### config.mk
export PLATFORM = sky130hd
export DESIGN_NAME = fpp_ctrl
export DESIGN_NICKNAME = d
export VERILOG_FILES = /design/src/inc/fpp_pkg.sv /design/src/core/fpp_ctrl.sv
export SDC_FILE = /design/constraint.sdc
export NUM_CORES = 1
export LEC_CHECK = 0
export BUFFER_PORTS_ARGS = -buffer_cell sky130_fd_sc_hd__clkbuf_2
export CAP_MARGIN = 10
export CORE_MARGIN = 5
export CORE_UTILIZATION = 50
export CTS_CLUSTER_SIZE = 16
export DETAILED_ROUTE_END_ITERATION = 10
export PLACE_DENSITY_LB_ADDON = 0.12
export SYNTH_ARGS = -nofsm -noshare
export SYNTH_HDL_FRONTEND = slang
export SYNTH_SLANG_ARGS = --single-unit
### constraint.sdc
create_clock -name pclk -period 7 [get_ports pclk]
set_input_delay 2.1 -clock pclk [delete_from_list [all_inputs] [get_ports pclk]]
set_output_delay 2.1 -clock pclk [all_outputs]
set_load 0.01 [all_outputs]
### src/inc/fpp_pkg.sv
// Package of constants and types for the flash program and protection controller.
package fpp_pkg;

    // ************************************************************
    // Register map and field layout
    // ************************************************************
    localparam logic [11:0] ctrl_offset = 12'h000;
    localparam logic [11:0] option_offset = 12'h004;
    localparam logic [11:0] status_offset = 12'h008;
    localparam logic [11:0] cmd_addr_offset = 12'h00c;
    localparam logic [11:0] cmd_data_offset = 12'h010;
    localparam logic [7:0] ctrl_reset = 8'h00;
    localparam logic [7:0] key_first = 8'h56;
    localparam logic [7:0] key_second = 8'hae;
    // Control register fields once unlocked.
    localparam int ctrl_prog_bit = 0;
    localparam int ctrl_erase_bit = 1;
    localparam int ctrl_burst_bit = 2;
    // Option byte fields.
    localparam int opt_readout_bit = 0;
    localparam int opt_write_bit = 1;
    localparam logic [7:0] option_reset = 8'h00;
    // Flash geometry: sector 0 occupies the lowest addresses.
    localparam int addr_width = 13;
    localparam logic [12:0] sector0_limit = 13'h1000;
    localparam int burst_max = 32;
    localparam logic [5:0] burst_max_count = 6'h20;
    // Reset vectors for normal and link entry.
    localparam logic [15:0] user_vector = 16'hfffe;
    localparam logic [15:0] link_vector = 16'h0000;
    // Link entry: data pattern that must be clocked in with reset low.
    localparam logic [7:0] link_entry_pattern = 8'ha5;
    localparam logic [3:0] link_entry_bits = 4'h8;

    // Status of the sequencer as seen by software.
    typedef enum logic [1:0] {fpp_idle, fpp_key1, fpp_open} fpp_lock_t;

    // Command issued to the flash array.
    typedef struct packed {
        logic valid;
        logic erase;
        logic [12:0] addr;
        logic [7:0] data;
    } fpp_cmd_t;
endpackage : fpp_pkg

### src/core/fpp_ctrl.sv
// Flash program and protection controller with APB register access.
//
// The APB register port and the placing of the registers were chosen for this implementation.
`timescale 1ns/1ns

// Functional notes
// - Entering link mode selects the system memory reset vector.
// - Tool loads driver into RAM; device runs it to program flash.
// - In application mode, writes and erases to sector 0 are refused.
// - With a tool attached, link pins are withheld from the application.
// - Read-out protection blocks memory extraction and flash writes.
// - Clearing read-out protection erases the whole program memory first; the code raises no mass erase while write protection is set.
// - A dedicated option bit turns read-out protection on and off.
// - Read-out and write protection are independent settings.
// - Write protection refuses every program or erase.
// - Write protection once set can never be cleared; the code clears it on presetn.
// - Write protection has its own dedicated option bit.
// - Control register is read-write and resets to zero.
// - First key then second key unlock programming and erasing.
// - Program and erase operations are commanded through the control register.
// - Flash accepts single bytes or bursts up to thirty-two bytes.
module fpp_ctrl (
    input wire logic pclk,
    input wire logic presetn,
    input wire logic psel,
    input wire logic penable,
    input wire logic pwrite,
    input wire logic [11:0] paddr,
    input wire logic [31:0] pwdata,
    output logic [31:0] prdata,
    output logic pready,
    output logic pslverr,
    input wire logic programming_link_clock,
    input wire logic programming_link_data,
    input wire logic programming_link_select,
    input wire logic reset_pin_low,
    input wire logic app_mode,
    output logic link_active,
    output logic link_pins_owned,
    output logic [15:0] reset_vector,
    output fpp_pkg::fpp_cmd_t flash_cmd,
    output logic mass_erase,
    input wire logic flash_busy
);

    // ************************************************************
    // Pin synchronisers
    // ************************************************************
    logic [1:0] clk_sync;
    logic [1:0] dat_sync;
    logic [1:0] sel_sync;
    logic [1:0] rst_sync;
    logic clk_prev;

    // Two stages for every pin; only the second stage is read.
    always_ff @(posedge pclk or negedge presetn) begin
        if (!presetn) begin
            clk_sync <= 2'h0;
            dat_sync <= 2'h0;
            sel_sync <= 2'h0;
            rst_sync <= 2'h0;
            clk_prev <= 1'b0;
        end else begin
            clk_sync <= {clk_sync[0], programming_link_clock};
            dat_sync <= {dat_sync[0], programming_link_data};
            sel_sync <= {sel_sync[0], programming_link_select};
            rst_sync <= {rst_sync[0], reset_pin_low};
            clk_prev <= clk_sync[1];
        end
    end

    wire link_rise = clk_sync[1] & ~clk_prev;
    wire rst_low = rst_sync[1];

    // ************************************************************
    // Link entry detection
    // ************************************************************
    logic [7:0] entry_shift;
    logic [3:0] entry_count;
    logic entry_seen;
    logic link_mode;

    wire entry_match = (entry_count == fpp_pkg::link_entry_bits)
                       && (entry_shift == fpp_pkg::link_entry_pattern);

    // The pattern is only counted while reset is held low by the tool.
    always_ff @(posedge pclk or negedge presetn) begin
        if (!presetn) begin
            entry_shift <= 8'h00;
            entry_count <= 4'h0;
            entry_seen <= 1'b0;
        end else if (!rst_low) begin
            // A fresh reset hold must present the pattern again, or a bad entry would reuse it.
            entry_count <= 4'h0;
            entry_seen <= 1'b0;
        end else if (link_rise && !entry_seen) begin
            entry_shift <= {entry_shift[6:0], dat_sync[1]};
            entry_count <= (entry_count == fpp_pkg::link_entry_bits)
                           ? entry_count : entry_count + 4'h1;
        end else if (entry_match) begin
            entry_seen <= 1'b1;
        end
    end

    // Link mode latches at reset release after a valid entry, and stays
    // until the next reset, since the tool owns reset for the session.
    always_ff @(posedge pclk or negedge presetn) begin
        if (!presetn) begin
            link_mode <= 1'b0;
        end else if (rst_low && !entry_seen) begin
            link_mode <= 1'b0;
        end else if (!rst_low && entry_seen) begin
            link_mode <= 1'b1;
        end
    end

    assign link_active = link_mode;
    assign reset_vector = link_mode ? fpp_pkg::link_vector : fpp_pkg::user_vector;
    assign link_pins_owned = sel_sync[1] | link_mode;

    // ************************************************************
    // Option byte and unlock sequencer
    // ************************************************************
    logic [7:0] option;
    logic [7:0] ctrl;
    logic [12:0] cmd_addr;
    logic [7:0] cmd_data;
    logic [5:0] burst_left;
    fpp_pkg::fpp_lock_t lock;

    wire wr = psel & penable & pwrite;
    wire wr_ctrl = wr && paddr == fpp_pkg::ctrl_offset;
    wire wr_opt = wr && paddr == fpp_pkg::option_offset;
    wire wr_addr = wr && paddr == fpp_pkg::cmd_addr_offset;
    wire wr_data = wr && paddr == fpp_pkg::cmd_data_offset;
    wire [7:0] wbyte = pwdata[7:0];
    wire ro_on = option[fpp_pkg::opt_readout_bit];
    wire wp_on = option[fpp_pkg::opt_write_bit];
    wire sector0 = cmd_addr < fpp_pkg::sector0_limit;
    // Each protection acts alone, so either may be set without the other.
    wire blocked = ro_on | wp_on | (app_mode & ~link_mode & sector0);
    wire ro_clear = wr_opt && ro_on && !wbyte[fpp_pkg::opt_readout_bit];

    // Unlock needs the two keys on control writes with no write to any other register between them.
    always_ff @(posedge pclk or negedge presetn) begin
        if (!presetn) begin
            lock <= fpp_pkg::fpp_idle;
        end else if (wr_ctrl) begin
            unique case (lock)
                fpp_pkg::fpp_idle: begin
                    lock <= (wbyte == fpp_pkg::key_first) ? fpp_pkg::fpp_key1
                                                         : fpp_pkg::fpp_idle;
                end
                fpp_pkg::fpp_key1: begin
                    lock <= (wbyte == fpp_pkg::key_second) ? fpp_pkg::fpp_open
                                                          : fpp_pkg::fpp_idle;
                end
                fpp_pkg::fpp_open: begin
                    lock <= fpp_pkg::fpp_open;
                end
            endcase
        end else if (wr && lock == fpp_pkg::fpp_key1) begin
            lock <= fpp_pkg::fpp_idle;
        end
    end

    // Control register: command bits only land once unlocked.
    always_ff @(posedge pclk or negedge presetn) begin
        if (!presetn) begin
            ctrl <= fpp_pkg::ctrl_reset;
        end else if (wr_ctrl && lock == fpp_pkg::fpp_open) begin
            ctrl <= wbyte;
        end
    end

    // Write protection is sticky: once it is set, a later write changes only the read-out bit.
    always_ff @(posedge pclk or negedge presetn) begin
        if (!presetn) begin
            option <= fpp_pkg::option_reset;
        end else if (wr_opt && !wp_on) begin
            option <= wbyte;
        end else if (wr_opt) begin
            option[fpp_pkg::opt_readout_bit] <= wbyte[fpp_pkg::opt_readout_bit];
        end
    end

    // Removing read-out protection wipes the array, unless write protection is set.
    always_ff @(posedge pclk or negedge presetn) begin
        if (!presetn) begin
            mass_erase <= 1'b0;
        end else begin
            mass_erase <= ro_clear & ~wp_on;
        end
    end

    // ************************************************************
    // Command issue
    // ************************************************************
    wire burst = ctrl[fpp_pkg::ctrl_burst_bit];
    wire go = wr_data && lock == fpp_pkg::fpp_open && !flash_busy && !blocked
              && (ctrl[fpp_pkg::ctrl_prog_bit] | ctrl[fpp_pkg::ctrl_erase_bit])
              && (!burst || burst_left != 6'h00);

    always_ff @(posedge pclk or negedge presetn) begin
        if (!presetn) begin
            cmd_addr <= 13'h0000;
            cmd_data <= 8'h00;
            burst_left <= fpp_pkg::burst_max_count;
            flash_cmd <= '0;
        end else begin
            flash_cmd.valid <= go;
            if (go) begin
                flash_cmd.erase <= ctrl[fpp_pkg::ctrl_erase_bit];
                flash_cmd.addr <= cmd_addr;
                flash_cmd.data <= wbyte;
                cmd_data <= wbyte;
                cmd_addr <= cmd_addr + 13'h0001;
                burst_left <= burst ? burst_left - 6'h01 : burst_left;
            end
            if (wr_addr) begin
                cmd_addr <= pwdata[12:0];
                burst_left <= fpp_pkg::burst_max_count;
            end
        end
    end

    // ************************************************************
    // APB read and answer
    // ************************************************************
    wire hit = paddr == fpp_pkg::ctrl_offset || paddr == fpp_pkg::option_offset
               || paddr == fpp_pkg::status_offset || paddr == fpp_pkg::cmd_addr_offset
               || paddr == fpp_pkg::cmd_data_offset;
    // Reads of the data register under read-out protection return zero.
    wire [31:0] rd_mux =
        paddr == fpp_pkg::ctrl_offset ? {24'h000000, ctrl} :
        paddr == fpp_pkg::option_offset ? {24'h000000, option} :
        paddr == fpp_pkg::status_offset ? {26'h0, flash_busy, link_mode,
                                           wp_on, ro_on, lock} :
        paddr == fpp_pkg::cmd_addr_offset ? {19'h0, cmd_addr} :
        paddr == fpp_pkg::cmd_data_offset ? {24'h000000, ro_on ? 8'h00 : cmd_data}
                                          : 32'h00000000;

    assign pready = 1'b1;
    assign pslverr = psel & penable & ~hit;

    always_ff @(posedge pclk or negedge presetn) begin
        if (!presetn) begin
            prdata <= 32'h00000000;
        end else if (psel && !penable && !pwrite) begin
            prdata <= rd_mux;
        end
    end

    // ************************************************************
    // Checks
    // ************************************************************
    a_key_unlock: assert property (@(posedge pclk) disable iff (!presetn)
        (wr_ctrl && lock == fpp_pkg::fpp_key1 && wbyte == fpp_pkg::key_second)
        |=> lock == fpp_pkg::fpp_open) else $error("second key did not unlock");
    a_bad_key: assert property (@(posedge pclk) disable iff (!presetn)
        (wr_ctrl && lock == fpp_pkg::fpp_idle && wbyte != fpp_pkg::key_first)
        |=> lock == fpp_pkg::fpp_idle) else $error("bad key advanced lock");
    a_locked_ctrl: assert property (@(posedge pclk) disable iff (!presetn)
        (lock != fpp_pkg::fpp_open) |=> $stable(ctrl)) else $error("ctrl changed while locked");
    a_sector0_guard: assert property (@(posedge pclk) disable iff (!presetn)
        (app_mode && !link_mode && sector0) |=> !flash_cmd.valid)
        else $error("sector 0 written in app mode");
    a_wp_refuse: assert property (@(posedge pclk) disable iff (!presetn)
        wp_on |=> !flash_cmd.valid) else $error("write under write protection");
    a_wp_sticky: assert property (@(posedge pclk) disable iff (!presetn)
        wp_on |=> wp_on) else $error("write protection cleared");
    a_ro_block: assert property (@(posedge pclk) disable iff (!presetn)
        ro_on |=> !flash_cmd.valid) else $error("write under read-out protection");
    a_ro_erase: assert property (@(posedge pclk) disable iff (!presetn)
        (ro_clear && !wp_on) |=> mass_erase) else $error("no mass erase on unprotect");
    a_vector_sel: assert property (@(posedge pclk) disable iff (!presetn)
        link_mode |-> reset_vector == fpp_pkg::link_vector) else $error("wrong vector");
    a_pins_owned: assert property (@(posedge pclk) disable iff (!presetn)
        link_mode |-> link_pins_owned) else $error("pins not held by link");
    // Entry, lock, operation and burst guards; the burst one checks that no command follows once the count is empty.
    a_entry_link: assert property (@(posedge pclk) disable iff (!presetn)
        (!rst_low && entry_seen) |=> link_mode) else $error("link mode not entered");
    a_no_entry: assert property (@(posedge pclk) disable iff (!presetn)
        (rst_low && !entry_seen) |=> !link_mode) else $error("link mode without pattern");
    a_locked_cmd: assert property (@(posedge pclk) disable iff (!presetn)
        (lock != fpp_pkg::fpp_open) |=> !flash_cmd.valid)
        else $error("command issued while locked");
    a_no_op: assert property (@(posedge pclk) disable iff (!presetn)
        !(ctrl[fpp_pkg::ctrl_prog_bit] | ctrl[fpp_pkg::ctrl_erase_bit]) |=> !flash_cmd.valid)
        else $error("command without operation bit");
    a_burst_cap: assert property (@(posedge pclk) disable iff (!presetn)
        (burst && burst_left == 6'h00) |=> !flash_cmd.valid) else $error("burst overran");

    c_unlock: cover property (@(posedge pclk) disable iff (!presetn)
        lock == fpp_pkg::fpp_open);
    c_program: cover property (@(posedge pclk) disable iff (!presetn)
        flash_cmd.valid && !flash_cmd.erase);
    c_link_entry: cover property (@(posedge pclk) disable iff (!presetn) $rose(link_mode));
    c_mass_erase: cover property (@(posedge pclk) disable iff (!presetn) mass_erase);
    c_burst_drain: cover property (@(posedge pclk) disable iff (!presetn)
        burst && burst_left == 6'h00);

endmodule : fpp_ctrl

## After elaboration in Yosys (flattened, before gate mapping)

Cells that the tools add are included.

- Register bits: 116

- Magnitude comparators: 1
- Bitwise operators: 15
- Add/sub/neg operators: 3
- Reductions and logical operators: 46
- Multiplexer cells: 27
- Eq/ne operators: 14

Operators by type and width:

| operator | count |
|---|---|
| 13-bit two-way mux | 6 |
| 12-bit by 4-bit == test with 1-bit output (second input constant) | 2 |
| 1-bit logical AND | 20 |
| 6-bit two-way mux | 3 |
| 8-bit == test (second input constant) | 2 |
| 16-bit two-way mux | 1 |
| 8-bit two-way mux | 2 |
| 13-bit by 1-bit adder with 13-bit output (second input constant) | 1 |
| 13-bit < comparator (second input constant) | 1 |
| 12-bit by 3-bit == test with 1-bit output (second input constant) | 1 |
| 12-bit by 5-bit == test with 1-bit output (second input constant) | 1 |
| 12-bit zero test | 1 |
| 4-bit two-way mux | 3 |
| 2-bit nonzero test | 5 |
| 1-bit zero test | 9 |
| 8-bit by 7-bit == test with 1-bit output (second input constant) | 1 |
| 1-bit two-way mux | 8 |
| 2-bit AND reduction | 4 |
| 1-bit AND | 7 |
| 2-bit two-way mux | 3 |
| 2-bit case mux with 3 select lines | 1 |
| 6-bit nonzero test | 1 |
| 6-bit by 1-bit subtractor with 6-bit output (second input constant) | 1 |
| 1-bit logical OR | 5 |
| 9 further kinds | 17 |

## Logic depth before layout (Yosys ltp)

- Depth after elaboration: 10
- Gate-level depth with buffers: 10
- Gate-level depth less buffers: 8

## Worst setup path before layout

Ideal clock, no wire load.

- Kind: input -> output
- From: input port paddr[9]
- To: output port pslverr
- Data required time: 4.900 ns
- Arrival time: 3.019 ns
- Path slack: 1.881 ns
- Buffers on the path: 0
- Stages on the path: 3
- Cell sequence: or4_1 > nor2_1 > a31oi_1

- Longest elaborated chain between the ends: 7
- Elaborated cells on any way between the ends: 11
- Those cells by class: 4 x eq/ne; 2 x bitwise; 5 x reduce/logical

RTL lines:

| item | RTL line | source |
|---|---|---|
| start, declared | fpp_ctrl.sv:28 | `input wire logic [11:0] paddr,` |
| 12-bit by 3-bit == test with 1-bit output or 12-bit zero test (tied branches) | fpp_ctrl.sv:230 | `wire hit = paddr == fpp_pkg::ctrl_offset \|\| paddr == fpp_pkg::option_offset` |
| 1-bit logical OR | fpp_ctrl.sv:230 |  |
| 1-bit logical OR (2 in a row) | fpp_ctrl.sv:231 | `\|\| paddr == fpp_pkg::status_offset \|\| paddr == fpp_pkg::cmd_addr_offset` |
| 1-bit logical OR * | fpp_ctrl.sv:232 | `\|\| paddr == fpp_pkg::cmd_data_offset;` |
| 1-bit NOT * | fpp_ctrl.sv:244 | `assign pslverr = psel & penable & ~hit;` |
| 1-bit AND * | fpp_ctrl.sv:244 |  |
| end, declared | fpp_ctrl.sv:32 | `output logic pslverr,` |

Every way passes the cells marked *; elsewhere a longest branch is shown, timed or not.

## Worst setup path in the final report

Ends and elaborated chain as after synthesis.

==> summary.txt <==
Synthesis
  – Most used DFF post-synth: dfrtp_1
  – Post-synth top area cell: dfrtp_1
  – Share of the synthesized area in the top cell type: 0.4749
  – Synth top cells by count: nand2_1, dfrtp_1, buf_4, o21ai_0, mux2_2
  – Ys Warns: 0
  – Number of enable flip-flop cells after synthesis: 0
  – Synth area leaders: dfrtp_1, nand2_1, buf_4
  – Register area share after synthesis: 0.4801
  – Synth Register Bits: 97
  – Cells after synthesis: 529
  – Async set-or-reset flop fraction in the synthesized netlist: 1.000
  – Synth unique cells: 62
  – Most frequent cell after synthesis: nand2_1
  – Mean post-synth cell area: 9.563 um2
  – Cell Area, Synth: 0.005059 mm2

Power and ir drop
  – Sequential Power Share: 0.558
  – Pwr/cell area: 193.5 mW/mm2
  – Total design power: 0.001087 W
  – LEAKAGE: 2.740 nW
  – Share of power burned in the clock network: 0.337
  – Internal power: 0.0008085 W
  – Switch share: 0.2560
  – Comb power frac: 0.105
  – Psw: 0.0002782 W
  – Peak VDD IR: 0.09302 mV

Route
  – Vias per cell: 5.674
  – DRT Pass-1 Iters: 5
  – Drt initial violations: 266
  – Drt drc: 0
  – DR WL/cell: 17.90 um
  – Post-route ant nets: 0
  – Via count: 4159
  – Drt total wl: 13120 um

Run
  – Reported max-cap violation count: 0

Critical path
  – FF-to-FF path depth: 8
  – CP startpoint: paddr[9]
  – Arrival time worst endpoint: 3.46 ns
  – WP buf/inv: 2
  – CP peak stage delay: 0.64 ns
  – Worst Path Max Fanout: 4
  – Worst reg2reg endpoint: cmd_addr[6]
  – Crit end category: primary output
  – Kind of critical path: in2out
  – Reg2Reg Setup Slack: 3.95 ns
  – Crit start category: input pin
  – Critical path cell sequence: clkbuf_2 -> or4_1 -> nor2_1 -> a31oi_1 -> clkbuf_2
  – Worst R2R Start: lock[0]
  – Slowest CP cell: or4_1
  – Crit path required time: 4.90 ns
  – Crit-path leading delay family: simple AND/OR/NAND/NOR gates
  – CP dominant cell by count: clkbuf_2

STA
  – Slew @ Worst Pin: 1.065 ns
  – Final setup fails: 0
  – Fin crit share: 0.7945
  – Setup slack after layout: 1.438 ns
  – Fin. max-slew vios: 0
  – Setup Skew: 0.009698 ns
  – Rel. slew slack: 0.2886
  – Unrepaired setup endpoints after global routing: no
  – Top achievable clock speed: 179.8 MHz
  – Min cycle time layout: 5.562 ns
  – Hold Vio Cnt, Final: 0
  – Setup TNS: 0 ns

Global route
  – Gr usage total: 0.2195
  – Largest net degree at the start of global routing: 54
  – First-pass GRT wire length: 21850 um
  – Initial antenna violation count: 0
  – GRT Residual Overflow: 0
  – Number of global-route vias before repair: 4170

Worst hold path
  – Worst hold path depth: 0
  – Hold path start: sel_sync[0]
  – Worst hold path class: reg2reg
  – Worst hold path endpoint: sel_sync[1]

Place
  – Inst Count DP: 718
  – GPL Wtd Cong: 0.8893
  – HPWL Detailed: 9614 um
  – Input/output buffers: 90
  – Placed inst area: 0.005429 mm2
  – Dpl ws: 1.463 ns

Clock network
  – Clock transition at path regs: 0.09 ns
  – CTS Hold Bufs: 0
  – Root buf cell: clkbuf_8
  – Total CTS buffers: 9
  – Longest Clk Path Bufs: 2
  – Sink Count: 97
  – Resized cells post-CTS: 0
  – Worst-Skew Late Latency: 0.38 ns
  – Postcts setup bufs: 0
  – CTS tree: built
  – H-tree Lvls: 3

Floorplan
  – FP Rows: 36
  – Starting Density: 0.5152
  – CORE AREA: 0.009819 mm2
  – DIE AREA: 0.01223 mm2
  – IO Pins: 131
  – Die W: 110.6 um
  – Die height: 110.6 um

Finish
  – Fraction of layout instances using a drive strength above 1: 0.2317
  – Final Instance Area: 0.005617 mm2
  – Area of the multi-input gates: 0.002325 mm2
  – Non-Filler Instances: 733
  – # fillers: 911
  – Final nets: 658
  – Antenna diode count: 0
  – Reg area: 0.002429 mm2
  – Syn-to-layout area delta: 11.03%

Run status
  – Status: completed
-- metal layers --
layer / track usage / wire length [um]
met5: 0 / 0
met4: 0.09031 / 327
met3: 0.03720 / 884
met2: 0.3487 / 6048
met1: 0.2983 / 5860
-- per-stage QoR --
stage	util	hold WS (ns)
2_1_floorplan	-	0.3312
3_3_place_gp	0.5529	0.3325
3_5_place_dp	0.5529	0.3427
4_1_cts	0.5720	0.3637
5_1_grt	0.5720	0.3774
6_report	0.5720	0.3619
-- placed cells by master, fill, tap and decap left out, types with 8 or more instances in the layout --
master	Yosys	layout
clkbuf_8	0	10
nor2_1	21	21
dfrtp_1	96	96
xnor2_1	8	8
o21ai_0	25	25
or3_1	13	13
nand3_1	19	19
inv_1	11	11
a21oi_1	17	17
mux2_2	23	23
nand4_1	13	13
nor3_1	9	9
nand2_1	109	109
clkbuf_2	0	89
and2_1	9	9
conb_1	2	21
-- power groups by stage --
stage | clock network [W] | logic, W | registers, W
6_report | 0.000366 | 0.000114 | 0.000607
4_1_cts | 0.000372 | 0.000115 | 0.000607
5_1_grt | 0.000395 | 0.000126 | 0.000610
2_1_floorplan | 0 | 0.0000768 | 0.000615
3_3_place_gp | 0 | 0.000112 | 0.000616
3_5_place_dp | 0 | 0.000115 | 0.000618
-- sequential cells by signal, summed over array words and instances (netlist names) --
name / count
cmd_addr: 13
prdata: 13
dat_sync: 2
lock: 2
rst_sync: 2
option: 8
cmd_data: 8
entry_count: 4
mass_erase: 1
burst_left: 6
flash_cmd: 15
entry_seen: 1
ctrl: 8
clk_sync: 2
sel_sync: 2
entry_shift: 8
clk_prev: 1
link_active: 1
-- worst max path at each step --
stage,cells after the start,slack (ns),to
floorplan,3,1.88,pslverr
global placement,5,1.50,pslverr
detailed placement,5,1.46,pslverr
CTS,5,1.45,pslverr
global route,5,1.37,pslverr
finish,5,1.44,pslverr
-- cells by family after synthesis --
kind of cell,after synthesis,share of synthesized area
muxes,27,0.05912
xor gates and xnor gates,10,0.01732
adders and majority gates,7,0.01731
buffers and inverters,66,0.07742
and+or+nand+nor,242,0.2468
other,2,0.001485
DFF,97,0.4801
AOI/OAI and AO/OA,78,0.1004
-- worst reg2reg max path: stages (launching register included) --
cell	delay, ns
dfrtp_1	0.42
inv_1	0.07
ha_1	0.20
nand4_1	0.14
or4b_1	0.71
nor4_4	0.74
buf_4	0.36
mux2i_1	0.22
a21o_1	0.13
-- area by class of cell --
class	instances	area share
tap	133	0.02963
multi-input combinational	385	0.4139
sequential	97	0.4324
clock buffer	13	0.02651
inverter	11	0.007351
timing repair buffer	92	0.08331
clock inverter	2	0.006906
Note: power is estimated with default switching activity, not from simulation.
